--- config.mk ---
export PLATFORM = sky130hd
export DESIGN_NAME = link_channel_assign_field_decoder
export DESIGN_NICKNAME = d
export VERILOG_FILES = /design/src/common/link_assign_pkg.sv /design/src/rtl/link_channel_assign_field_decoder.sv
export SDC_FILE = /design/constraint.sdc
export NUM_CORES = 1
export LEC_CHECK = 0
export BUFFER_PORTS_ARGS = -buffer_cell sky130_fd_sc_hd__buf_2
export CELL_PAD_IN_SITES_DETAIL_PLACEMENT = 1
export CELL_PAD_IN_SITES_GLOBAL_PLACEMENT = 1
export CORE_MARGIN = 5
export CORE_UTILIZATION = 45
export DETAILED_ROUTE_END_ITERATION = 8
export HOLD_SLACK_MARGIN = 0.1
export PLACE_DENSITY_LB_ADDON = 0.1
export SETUP_SLACK_MARGIN = 0.5
export SYNTH_ARGS = -nofsm -noshare
export SYNTH_HDL_FRONTEND = slang
export SYNTH_SLANG_ARGS = --single-unit
--- constraint.sdc ---
create_clock -name pclk -period 5.9 [get_ports pclk]
set_input_delay 0.295 -clock pclk [delete_from_list [all_inputs] [get_ports pclk]]
set_output_delay 0.295 -clock pclk [all_outputs]
set_load 0.05 [all_outputs]
--- src/common/link_assign_pkg.sv ---
// Constants and types of the link-channel assignment field decoder
package link_assign_pkg;
  // Message octet positions
  localparam logic [3:0] OCT_MSG_FIRST = 4'h1;
  localparam logic [3:0] OCT_ENTRY0_FIRST = 4'h2;
  localparam logic [3:0] OCT_ENTRY1_FIRST = 4'h7;
  localparam logic [3:0] OCT_MSG_LAST = 4'hb;
  localparam logic [3:0] OCT_IDX_MAX = 4'hf;
  // Field positions inside one entry
  localparam logic [3:0] POS_UNIT = 4'h1;
  localparam logic [3:0] POS_SHIFT = 4'h2;
  localparam logic [3:0] POS_POWER = 4'h3;
  localparam logic [3:0] POS_PATTERN = 4'h4;
  localparam int UNIT_MSB = 6;
  localparam int POWER_MSB = 5;
  localparam int PAT_LSB = 4;
  localparam int UL_MIMO_LSB = 2;
  localparam int DL_MIMO_LSB = 0;
  // Timing step in picoseconds, magnitude of -4*30/(512+64) us
  localparam longint STEP_NUM_PS = 4 * 30 * 1000000;
  localparam longint STEP_DEN = 512 + 64;
  localparam logic [26:0] STEP_PS = 27'(STEP_NUM_PS / STEP_DEN);
  localparam logic [7:0] POWER_STEP_DB = 8'h03;
  // Pattern codes
  localparam logic [3:0] PAT_OFDMA_LAST = 4'h5;
  localparam logic [3:0] PAT_SC_FIRST = 4'h6;
  localparam logic [3:0] PAT_SC_LAST = 4'hb;
  localparam logic [3:0] PAT_RSVD_A = 4'hc;
  localparam logic [3:0] PAT_RSVD_B = 4'hd;
  localparam logic [3:0] PAT_NO_SUBSLOT = 4'he;
  localparam logic [3:0] PAT_NO_SECOND = 4'hf;
  // Register offsets
  localparam logic [11:0] REG_CTRL = 12'h000;
  localparam logic [11:0] REG_STATUS = 12'h004;
  localparam logic [11:0] REG_MASK = 12'h008;
  localparam logic [11:0] REG_LAST = 12'h00c;
  localparam logic [11:0] REG_ADJUST = 12'h010;
  localparam logic [11:0] REG_COUNT = 12'h014;
  // Bit positions and reset values
  localparam int CTRL_ENABLE = 0;
  localparam int CTRL_REQ = 1;
  localparam int ST_DECODED = 0;
  localparam int ST_ERROR = 1;
  localparam int ST_DISCARD = 2;
  localparam logic [1:0] CTRL_RESET = 2'h0;
  localparam logic [2:0] MASK_RESET = 3'h0;

  typedef enum logic [1:0] {MIMO_SISO = 2'h0, MIMO_STBC2 = 2'h1, MIMO_STBC4 = 2'h2, MIMO_RSVD = 2'h3} mimo_t;
  typedef enum logic [2:0] {ST_WAIT = 3'b001, ST_ENTRY = 3'b010, ST_DONE = 3'b100} dec_state_t;

  typedef struct packed {
    logic valid;
    logic first;
    logic [7:0] octet;
  } msg_in_t;

  typedef struct packed {
    logic valid;
    logic entry;
    logic error;
    logic [7:0] resource_unit;
    logic [7:0] shift_steps;
    logic signed [26:0] timing_adjust_ps;
    logic signed [5:0] power_steps;
    logic signed [7:0] power_db;
    logic sc_variant;
    logic [2:0] core_seq;
    logic no_subslot;
    mimo_t ul_mimo;
    mimo_t dl_mimo;
  } assign_out_t;
endpackage : link_assign_pkg

--- src/rtl/link_channel_assign_field_decoder.sv ---
// Link-channel assignment field decoder with APB registers
`timescale 1ns/100ps
module link_channel_assign_field_decoder import link_assign_pkg::*; #(
  parameter int ADDR_W = 12
) (
  // Clock and reset
  input wire logic pclk,
  input wire logic presetn,
  // APB slave
  input wire logic psel,
  input wire logic penable,
  input wire logic pwrite,
  input wire logic [ADDR_W-1:0] paddr,
  input wire logic [31:0] pwdata,
  output logic [31:0] prdata,
  output logic pready,
  output logic pslverr,
  // Message octet stream
  input wire msg_in_t msg,
  // Decoded entry
  output assign_out_t entry_out,
  // Interrupt
  output logic irq
);

  typedef struct packed {
    dec_state_t st;
    logic [3:0] idx;
    logic [6:0] unit_code;
    logic [7:0] shift;
    logic [5:0] power;
    logic [1:0] ctrl;
    logic [2:0] status;
    logic [2:0] mask;
    logic irq;
    logic pready;
    logic pslverr;
    logic [31:0] prdata;
    logic [15:0] entry_count;
    logic [7:0] last_pattern;
    assign_out_t out;
  } state_t;

  if (ADDR_W < 12) begin : g_check
    $error("ADDR_W must cover the register offsets");
  end

  state_t s;
  state_t next_s;

  // Comb helpers visible to checks
  logic take;
  logic [3:0] pos_idx;
  logic in_entry1;
  logic [3:0] epos;
  logic pat_take;
  logic [3:0] pat;
  logic pat_err;
  logic drop_second;
  logic [11:0] addr;
  logic setup;
  logic done;

  always_comb begin
    next_s = s;
    next_s.out.valid = 1'b0;
    addr = paddr[11:0];
    setup = psel && !penable;
    done = psel && penable && s.pready;
    take = msg.valid && s.ctrl[CTRL_ENABLE] && (msg.first || s.st == ST_ENTRY);
    pos_idx = msg.first ? OCT_MSG_FIRST : ((s.idx == OCT_IDX_MAX) ? OCT_IDX_MAX : s.idx + 4'h1);
    in_entry1 = pos_idx >= OCT_ENTRY1_FIRST;
    epos = in_entry1 ? pos_idx - OCT_ENTRY1_FIRST : pos_idx - OCT_ENTRY0_FIRST;
    pat_take = take && pos_idx >= OCT_ENTRY0_FIRST && pos_idx <= OCT_MSG_LAST && epos == POS_PATTERN;
    pat = msg.octet[PAT_LSB +: 4];
    drop_second = in_entry1 && pat == PAT_NO_SECOND;
    pat_err = pat == PAT_RSVD_A || pat == PAT_RSVD_B
      || (!in_entry1 && pat == PAT_NO_SECOND)
      || mimo_t'(msg.octet[UL_MIMO_LSB +: 2]) == MIMO_RSVD
      || mimo_t'(msg.octet[DL_MIMO_LSB +: 2]) == MIMO_RSVD;

    // Octet stream
    if (take) begin
      next_s.idx = pos_idx;
      next_s.st = (pos_idx >= OCT_MSG_LAST) ? ST_DONE : ST_ENTRY;
      if (pos_idx >= OCT_ENTRY0_FIRST && pos_idx <= OCT_MSG_LAST) begin
        case (epos)
          POS_UNIT: begin
            next_s.unit_code = msg.octet[UNIT_MSB:0];
          end
          POS_SHIFT: begin
            next_s.shift = msg.octet;
          end
          POS_POWER: begin
            next_s.power = msg.octet[POWER_MSB:0];
          end
          default: begin
          end
        endcase
      end
    end else if (msg.valid && msg.first) begin
      next_s.st = ST_WAIT;
    end

    // Register access
    next_s.pready = setup;
    if (setup) begin
      next_s.pslverr = 1'b0;
      case (addr)
        REG_CTRL: next_s.prdata = {30'h0, s.ctrl};
        REG_STATUS: next_s.prdata = {29'h0, s.status};
        REG_MASK: next_s.prdata = {29'h0, s.mask};
        REG_LAST: next_s.prdata = {s.last_pattern, s.out.shift_steps, s.out.resource_unit, 2'h0, s.out.power_steps};
        REG_ADJUST: next_s.prdata = {{5{s.out.timing_adjust_ps[26]}}, s.out.timing_adjust_ps};
        REG_COUNT: next_s.prdata = {16'h0, s.entry_count};
        default: begin
          next_s.prdata = 32'h0;
          next_s.pslverr = 1'b1;
        end
      endcase
    end
    if (done && pwrite && !s.pslverr) begin
      if (addr == REG_CTRL) begin
        next_s.ctrl = pwdata[1:0];
      end
      if (addr == REG_MASK) begin
        next_s.mask = pwdata[2:0];
      end
    end
    // Read clears only the bits returned
    if (done && !pwrite && addr == REG_STATUS) begin
      next_s.status = s.status & ~s.prdata[2:0];
    end

    // Entry decode, events set after the clear
    if (pat_take) begin
      if (in_entry1) begin
        next_s.st = ST_DONE;
      end
      if (!drop_second) begin
        if (s.ctrl[CTRL_REQ]) begin
          next_s.out.valid = 1'b1;
          next_s.out.entry = in_entry1;
          next_s.out.error = pat_err;
          next_s.out.resource_unit = {1'b0, s.unit_code} + 8'h01;
          next_s.out.shift_steps = s.shift;
          next_s.out.timing_adjust_ps = -27'(27'(s.shift) * STEP_PS);
          next_s.out.power_steps = s.power;
          next_s.out.power_db = 8'({{2{s.power[5]}}, s.power} * POWER_STEP_DB);
          next_s.out.no_subslot = pat == PAT_NO_SUBSLOT;
          next_s.out.ul_mimo = mimo_t'(msg.octet[UL_MIMO_LSB +: 2]);
          next_s.out.dl_mimo = mimo_t'(msg.octet[DL_MIMO_LSB +: 2]);
          if (pat <= PAT_OFDMA_LAST) begin
            next_s.out.sc_variant = 1'b0;
            next_s.out.core_seq = 3'(pat + 4'h1);
          end else if (pat <= PAT_SC_LAST) begin
            next_s.out.sc_variant = 1'b1;
            next_s.out.core_seq = 3'(pat - PAT_SC_FIRST + 4'h1);
          end else begin
            next_s.out.sc_variant = 1'b0;
            next_s.out.core_seq = 3'h0;
          end
          next_s.last_pattern = msg.octet;
          next_s.entry_count = s.entry_count + 16'h0001;
          next_s.status[ST_DECODED] = 1'b1;
          if (pat_err) begin
            next_s.status[ST_ERROR] = 1'b1;
          end
        end else begin
          next_s.status[ST_DISCARD] = 1'b1;
        end
      end
    end
    next_s.irq = |(next_s.status & next_s.mask);
  end

  always_ff @(posedge pclk or negedge presetn) begin
    if (!presetn) begin
      s <= '0;
      s.st <= ST_WAIT;
      s.ctrl <= CTRL_RESET;
      s.mask <= MASK_RESET;
    end else begin
      s <= next_s;
    end
  end

  assign prdata = s.prdata;
  assign pready = s.pready;
  assign pslverr = s.pslverr;
  assign entry_out = s.out;
  assign irq = s.irq;

  chk_unit_plus_one: assert property (@(posedge pclk) disable iff (!presetn)
    s.out.valid |-> s.out.resource_unit == {1'b0, $past(s.unit_code)} + 8'h01)
    else $error("resource unit not code plus one");

  chk_shift_scaled: assert property (@(posedge pclk) disable iff (!presetn)
    s.out.valid |-> s.out.timing_adjust_ps == -27'(27'(s.out.shift_steps) * STEP_PS)
      && s.out.shift_steps == $past(s.shift))
    else $error("timing adjust not scaled from shift");

  chk_power_steps: assert property (@(posedge pclk) disable iff (!presetn)
    s.out.valid |-> s.out.power_db == 8'({{2{s.out.power_steps[5]}}, s.out.power_steps} * POWER_STEP_DB))
    else $error("power dB not three per step");

  chk_pattern_map: assert property (@(posedge pclk) disable iff (!presetn)
    pat_take && !drop_second && s.ctrl[CTRL_REQ] && pat <= PAT_SC_LAST
      |=> s.out.core_seq >= 3'h1 && s.out.core_seq <= 3'h6 && s.out.sc_variant == ($past(pat) >= PAT_SC_FIRST))
    else $error("core sequence mapping wrong");

  chk_reserved_flag: assert property (@(posedge pclk) disable iff (!presetn)
    pat_take && s.ctrl[CTRL_REQ] && (pat == PAT_RSVD_A || pat == PAT_RSVD_B) |=> s.out.valid && s.out.error)
    else $error("reserved pattern not flagged");

  chk_second_absent: assert property (@(posedge pclk) disable iff (!presetn)
    pat_take && in_entry1 && pat == PAT_NO_SECOND |=> !s.out.valid ##1 !s.out.valid)
    else $error("absent second entry was presented");

  chk_first_absent: assert property (@(posedge pclk) disable iff (!presetn)
    pat_take && !in_entry1 && pat == PAT_NO_SECOND && s.ctrl[CTRL_REQ] |=> s.out.error && !s.out.entry)
    else $error("absent code in first entry not an error");

  chk_mimo_reserved: assert property (@(posedge pclk) disable iff (!presetn)
    s.out.valid && (s.out.ul_mimo == MIMO_RSVD || s.out.dl_mimo == MIMO_RSVD) |-> s.out.error)
    else $error("reserved MIMO code not flagged");

  chk_no_request: assert property (@(posedge pclk) disable iff (!presetn)
    pat_take && !drop_second && !s.ctrl[CTRL_REQ] |=> !s.out.valid && s.status[ST_DISCARD])
    else $error("entry applied without outstanding request");

  chk_valid_pulse: assert property (@(posedge pclk) disable iff (!presetn)
    s.out.valid |=> !s.out.valid || $past(pat_take))
    else $error("valid longer than one cycle");

  chk_irq_level: assert property (@(posedge pclk) disable iff (!presetn)
    $past(presetn) |-> s.irq == |(s.status & s.mask))
    else $error("interrupt does not follow masked status");

endmodule : link_channel_assign_field_decoder

==> metrics.md, run 1 <==
| Metric | Value |
|---|---|
| Synth Area in XOR/XNOR | 3.80% |
| Buf+Inv Stages, Crit Path | 4 |
| Combinational Power Share | approximately 3.1% |
| Overall power | 2.32 mW |
| Worst skew pair latency | between 400 and 500 ps |
| CP max stage cell | fa_1 |
| Commonest non-fill, non-tap cells in the layout | nand2_1, dfrtp_1, inv_1 |
| Vias in the first global route | 8477 |
| Status | finished, final reports clean |
| Multi-input gate area | 5680 µm² |
| Rows | 57 |
| H-tree Lvls | 4 |
| CTS Buffer Depth | 2 |
| Distinct cells, synth | between 60 and 70 |
| Post-synthesis simple-gate area fraction | between 10% and 20% |
| # setup viols final | 0 |
| RSZ-0062 raised after global routing | no |
| Fillers | 2824 |
| Clk_skew | about 9.5 ps |
| Die area | roughly 28000 µm² |
| Compound-gate portion of the synthesized area | 11.8% |
| Hold path endpoint | s[135] |
| WL/cell | 18.6 µm |
| Number of synthesized flops with an enable pin | 0 |
| WS Path Type | reg -> reg |
| Maximum VDD drop | approximately 0.17 mV |
| Register-to-Register Setup Slack | 820 ps |
| Layout cells sized above 1 | 19.2% |
| Final period utilization | 86.1% |
| Pwr dens | approximately 190 nW/µm² |
| Number of remaining DRC errors | 0 |
| DRT iter0 DRCs | 460 |
| Worst Tran Pin Value | 952 ps |
| Synth Area in Adders | 18.9% |
| Post-synthesis sequential area ratio | 35.5% |
| Commonest non-fill, non-tap cell in the layout | nand2_1 |
| Number of diodes | 0 |
| Clock tree sinks | 157 |
| Post-synth ARST share | between 90% and 100% |
| Worst R2R End | entry_out[48] |
| Min Tclk post-route | 5080 ps |
| Sw Ratio | 25.0% |
| WL final | 28.7 mm |
| Largest family of logic cells by synthesized area | adder cells |
| Number of port buffers | 133 |
| HPWL after DPL | 21.8 mm |
| Setup total negative slack | 0 ps |
| ANT nets after route | 0 |
| Worst hold path class | in -> reg |
| Final WS setup | 819 ps |
| Total grt overflow | 0 |
| CTS Buf Count | 17 |
| Slew headroom | about 37% |
| Die X | between 150 and 200 µm |
| Busiest metal layer after global routing | met2 |
| Final Wtd Congestion | 0.847 |
| First-pass GRT wire length | ~48 mm |
| CP peak stage delay | 550 ps |
| Total GRT Usage | a little over a fifth |
| Ranking of synthesized cells by area | dfrtp_1, fa_1, ha_1, buf_4, nand2_1 |
| Synth Flop Type | dfrtp_1 |
| Hold Crit Depth | 3 |
| Startpoint Class | register |
| Switch Pwr | 0.581 mW |
| Seq pwr share | 46.4% |
| Vias per cell | between 5 and 6 |
| M2 GR Usage | 34.8% |
| Reg2reg path depth | 17 |
| Mux share of post-synthesis cell area | ~4.5% |
| Cell Int Power | 1.74 mW |
| Yosys reg bits | 157 |
| Final-stage net count | around 1400 |
| Max Clk Rate | approximately 200 MHz |
| Synthesized cell area | 11100 µm² |
| Starting Density | 45.6% |
| Critical Path End Type | register |
| Via count | 7966 |
| Hold path start | pwdata[1] |
| Clock-pin slew of the registers on the worst-case setup and hold paths | 70 ps |
| Final Hold Viols | 0 |
| Crit path max fanout | 6 |
| M1 GR Usage | between 30% and 40% |
| Max-cap violation count | 0 |
| Synth Area per Inst | 9.39 µm² |
| IO Count | 163 |
| Delay-heaviest family, CP | adder cells |
| DR pass1 iterations | 4 |
| Leakage power | 6.20 nW |
| Setup crit start | s[148] |
| Worst Path Arrival | 5370 ps |
| Worst R2R Start | s[148] |
| Critical-path cell list | inv_2 -> fa_1 -> inv_1 -> fa_1 -> fa_1 -> inv_1 -> fa_1 -> inv_1 -> ha_1 -> and2_1 -> a221oi_1 -> o21ai_1 -> o41a_1 -> a211oi_2 -> o21ai_0 -> xnor2_1 -> o21ai_0 |
| CTS Root Cell | clkbuf_16 |
| Syn Nets | around 1400 |
| Yosys Warn Count | 0 |
| Yosys top cell area share | 35.3% |
| Pin count of the biggest net entering global routing | 99 |
| Met3 Use GR | 3.20% |
| Clock Power Share | 50.5% |
| Most frequent CP cell | fa_1 |
| Post-synthesis cell count | around 1200 |
| Seq. cell area | 3930 µm² |
| Largest area contributor in the netlist | dfrtp_1 |
| Die H | 167 µm |
| Initial antenna violation count | 0 |
| Core ar. | 24200 µm² |
| Final slew viol count | 0 |
| Layout area overhead | 8.28% |
| Worst slack at placement | roughly 440 ps |
| Required time worst endpoint | between 6000 and 7000 ps |
| TritonCTS clock tree | built |
tightest hold or removal path, stage by stage:
cell     delay (ps)
buf_2            90
nand2_1          40
o21ai_0          80
stage by stage:
step           hold WS (ps)  instance area (µm²)  util, %  std cells
2_1_floorplan        -0.591                11100        -       1178
3_3_place_gp            447                11300     46.7       1509
3_5_place_dp            456                11300     46.7       1509
4_1_cts                 101                12000     49.3       1543
5_1_grt                 114                12000     49.4       1543
6_report                125                12000     49.4       1543
area by class of cell:
type,instances,area share (%)
Multi-Input combinational cell,741,47.5
Sequential cell,157,32.8
Inverter,139,4.36
Timing Repair Buffer,150,6.72
Tap cell,324,3.39
Clock buffer,17,3.55
Clock inverter,15,1.68
per-layer routing:
metal  vias up  part of all wire [%]
li1       3813                     -
met1      3989                    48
met2       147                    47
met3        17                   3.2
met4         0                  0.86
met5         -                     0
power groups by stage:
| stage | sequential, mW | clock, mW | combinational [mW] |
|---|---|---|---|
| after floorplan | 1.10 | 0 | 0.0226 |
| after global placement | 1.10 | 0 | 0.0715 |
| after detailed placement | 1.10 | 0 | 0.0725 |
| after CTS | 1.08 | 1.21 | 0.0736 |
| after global routing | 1.08 | 1.25 | 0.0810 |
| final | 1.08 | 1.17 | 0.0718 |
how the worst max path moves through the flow:
stage | endpoint | slack [ps] | depth (start not counted)
4_1_cts | entry_out[48] | 520 | 17
6_report | entry_out[48] | 820 | 17
5_1_grt | entry_out[48] | 500 | 17
3_5_place_dp | entry_out[48] | 440 | 17
3_3_place_gp | entry_out[48] | 540 | 17
2_1_floorplan | entry_out[48] | 1090 | 17
kinds of logic after synthesis:
group / after synthesis
AND/OR/NAND/NOR: 296
AO/OA/AOI/OAI: 218
flip-flops: 157
multiplexers: 45
XOR/XNOR: 48
buffers and inverters: 280
adder cells (fa/ha/maj): 134
registers in the layout, summed over array words and instances (netlist names):
signal     flops
entry_out     62
s             60
prdata        32
irq            1
pready         1
pslverr        1
cell usage after synthesis (24+ instances only):
cell type,n
nand2_1,176
a21oi_1,42
buf_4,102
inv_1,139
mux2_2,25
fa_1,55
dfrtp_1,156
clkbuf_1,24
o21ai_0,100
ha_1,79
nor2_1,37
xor2_1,27
what timing repair did:
action | in CTS | in global routing
setup endpoints to repair | 2 | 9
hold buffers | 2 | 0
hold endpoints to repair | 97 | 0
setup buffers | 0 | 0
gates resized for setup | 1 | 6
Note: power is estimated with default switching activity, not from simulation.
==> inputs of run 2 (changes only) <==
--- a/config.mk
+++ b/config.mk
@@ -8,6 +8,7 @@
 export BUFFER_PORTS_ARGS = -buffer_cell sky130_fd_sc_hd__buf_2
 export CELL_PAD_IN_SITES_DETAIL_PLACEMENT = 1
 export CELL_PAD_IN_SITES_GLOBAL_PLACEMENT = 1
+export CORE_ASPECT_RATIO = 2
 export CORE_MARGIN = 5
 export CORE_UTILIZATION = 45
 export DETAILED_ROUTE_END_ITERATION = 8
==> run 2 against run 1 <==
  * Sequential cell count unchanged
  * Worst hold slack improved by 48 ps
  * Utilization decreased by 0.27 points
  * Routed wire length increased by 12%
  * Design area decreased by 0.23%
  * First-iteration DRC count decreased by 28%
  * Cell count decreased by 1.7%
  * Die area increased by 0.68%
  * Via count increased by 2.4%
  * Critical path type unchanged
  * Largest cell class unchanged
==> metrics.md, run 2 (synthesis gave the netlist of run 1 again) <==
| Metric | Value |
|---|---|
| Status | finished, final reports clean (unchanged) |
| Worst Path Arrival | 5460 ps (was 5370 ps) |
| Switch Pwr | 0.545 mW (was 0.581 mW) |
| Register-to-Register Setup Slack | 720 ps (was 820 ps) |
| Required time worst endpoint | 6180 ps (was 6190 ps) |
| Core ar. | 24300 µm² (was 24200 µm²) |
| Crit path max fanout | 6 (unchanged) |
| Min Tclk post-route | 5180 ps (was 5080 ps) |
| Worst skew pair latency | 440 ps (was 430 ps) |
| ANT nets after route | 0 (unchanged) |
| CP peak stage delay | 570 ps (was 550 ps) |
| Die X | 121 µm (was 167 µm) |
| Final-stage net count | 1405 (was 1399) |
| DRT iter0 DRCs | 330 (was 460) |
| Area post-placement | 11300 µm² (about the same) |
| Sw Ratio | 24.2% (was 25.0%) |
| HPWL after DPL | 25.6 mm (was 21.8 mm) |
| RSZ-0062 raised after global routing | no (unchanged) |
| Maximum VDD drop | 0.145 mV (was 0.168 mV) |
| WS Path Type | reg -> reg (unchanged) |
| Vias in the first global route | 9037 (was 8477) |
| Clock Power Share | 48.8% (was 50.5%) |
| Leakage power | 6.20 nW (about the same) |
| Cell Int Power | 1.71 mW (was 1.74 mW) |
| WL final | 32.2 mm (was 28.7 mm) |
| Setup total negative slack | 0 ps (unchanged) |
| Via count | 8154 (was 7966) |
| Number of port buffers | 133 (unchanged) |
| Layout area overhead | 8.03% (was 8.28%) |
| Delay-heaviest family, CP | adder cells (unchanged) |
| Layout cells sized above 1 | 19.4% (was 19.2%) |
| Number of flip-flops in the largest register | 62 (unchanged) |
| Die area | 28000 µm² (was 27800 µm²) |
| WL/cell | 21.2 µm (was 18.6 µm) |
| IO Count | 163 (unchanged) |
| First-pass GRT wire length | 50.6 mm (was 47.5 mm) |
| Max Clk Rate | 193 MHz (was 197 MHz) |
| Clk_skew | 10.2 ps (was 9.46 ps) |
| TritonCTS clock tree | built (unchanged) |
| DR pass1 iterations | 5 (was 4) |
| Most frequent CP cell | fa_1 (unchanged) |
| Die H | 232 µm (was 167 µm) |
| Slew headroom | 28.9% (was 36.5%) |
| CP max stage cell | fa_1 (unchanged) |
| Critical-path cell list | clkinvlp_4 -> fa_1 -> inv_1 -> fa_1 -> fa_1 -> inv_1 -> fa_1 -> inv_1 -> ha_1 -> and2_1 -> a221oi_1 -> o21ai_2 -> o41a_1 -> a211oi_2 -> o21ai_0 -> xnor2_1 -> o21ai_0 (was inv_2 -> fa_1 -> inv_1 -> fa_1 -> fa_1 -> inv_1 -> fa_1 -> inv_1 -> ha_1 -> and2_1 -> a221oi_1 -> o21ai_1 -> o41a_1 -> a211oi_2 -> o21ai_0 -> xnor2_1 -> o21ai_0) |
| CTS Buf Count | 17 (unchanged) |
| Total grt overflow | 0 (unchanged) |
| Startpoint Class | register (unchanged) |
| Combinational Power Share | 3.4% (was 3.1%) |
| Final instance area | 11900 µm² (was 12000 µm²) |
| CTS Root Cell | clkbuf_16 (unchanged) |
| Final Util | 49.1% (was 49.4%) |
| Clock-pin slew of the registers on the worst-case setup and hold paths | 70 ps (about the same) |
| Initial antenna violation count | 2 (was 0) |
| # setup viols final | 0 (unchanged) |
| Seq pwr share | 47.8% (was 46.4%) |
| Max-cap violation count | 0 (unchanged) |
| Commonest non-fill, non-tap cell in the layout | nand2_1 (unchanged) |
| Commonest non-fill, non-tap cells in the layout | nand2_1, dfrtp_1, inv_1 (unchanged) |
| Vias per cell | 5.38 (was 5.16) |
| Clock tree sinks | 157 (unchanged) |
| Pin count of the biggest net entering global routing | 81 (was 99) |
| Final Wtd Congestion | 0.925 (was 0.847) |
| Total GRT Usage | 24.1% (was 21.3%) |
| CTS Buffer Depth | 2 (unchanged) |
| Number of remaining DRC errors | 0 (unchanged) |
| Critical Path End Type | register (unchanged) |
| Worst hold path class | in -> reg (unchanged) |
| Rows | 81 (was 57) |
| Worst Tran Pin Value | 1070 ps (was 952 ps) |
| Final Hold Viols | 0 (unchanged) |
| Final period utilization | 87.8% (was 86.1%) |
| H-tree Lvls | 4 (unchanged) |
| Starting Density | 45.5% (was 45.6%) |
| Final slew viol count | 0 (unchanged) |
| Final hold slack | 174 ps (was 125 ps) |
| Pwr dens | 189 nW/µm² (was 194 nW/µm²) |
| Buf+Inv Stages, Crit Path | 4 (unchanged) |
[run 2: cell count changes in the layout (fill, tap and decap cells not counted), moves of 2 or more]
cell / delta
clkbuf_8: +2
clkinv_8: -4
buf_4: +4
diode_2: +2
clkinvlp_4: +3
inv_6: -2
dlygate4sd3_1: +2
[run 2: worst paths after layout]
check,from,to,depth (start not counted)
worst max-delay path,s[148],entry_out[48],17
worst min-delay path,msg[7],s[76],3
worst max register to register,s[148],entry_out[48],17
worst min register to register,s[92],s[92],1
max in group asynchronous,presetn,s[146],3
min in group asynchronous,presetn,entry_out[68],2
[run 2: routing by layer]
| layer | vias to the layer above | track usage (%) | share of wire [%] |
|---|---|---|---|
| li1 | 3832 | - | - |
| met1 | 4088 | 23.1 | 33 |
| met2 | 163 | 47.2 | 58 |
| met3 | 71 | 3.58 | 2.8 |
| met4 | 0 | 13.4 | 5.6 |
| met5 | - | 0 | 0 |
[run 2: layout make-up]
type	count	area [µm²]
Inverter	139	526
Antenna cell	2	5.00
Multi-Input combinational cell	741	5680
Timing Repair Buffer	156	855
Fill cell	2837	12400
Clock inverter	13	129
Sequential cell	157	3930
Clock buffer	19	453
Tap cell	290	363
[run 2: power by group through the flow]
stage / Sequential, mW / Clock [mW] / Combinational, mW
after floorplan: 1.10 / 0 / 0.0226
after global placement: 1.10 / 0 / 0.0751
after detailed placement: 1.10 / 0 / 0.0759
after CTS: 1.08 / 1.12 / 0.0782
after global routing: 1.08 / 1.17 / 0.0834
final: 1.08 / 1.10 / 0.0761
[run 2: metrics by stage]
| step | power (mW) | std cells | setup WS [ps] |
|---|---|---|---|
| global route | 2.33 | 1515 | 506 |
| floorplan | 1.12 | 1178 | 1090 |
| finish | 2.25 | 1517 | 722 |
| CTS | 2.28 | 1514 | 568 |
| detailed placement | 1.17 | 1478 | 413 |
| global placement | 1.17 | 1478 | 477 |
[run 2: timing repair]
action	in CTS	in global routing
hold buffers	4	0
endpoints found under the hold margin	81	0
endpoints found under the setup margin	2	8
gates resized for setup	2	5
setup buffers	0	1
[run 2: tightest hold or removal path, delay by kind of cell]
| kind | cells | cell delay, ps |
|---|---|---|
| buffers and inverters | 1 | 160 |
| and+or+nand+nor | 2 | 130 |
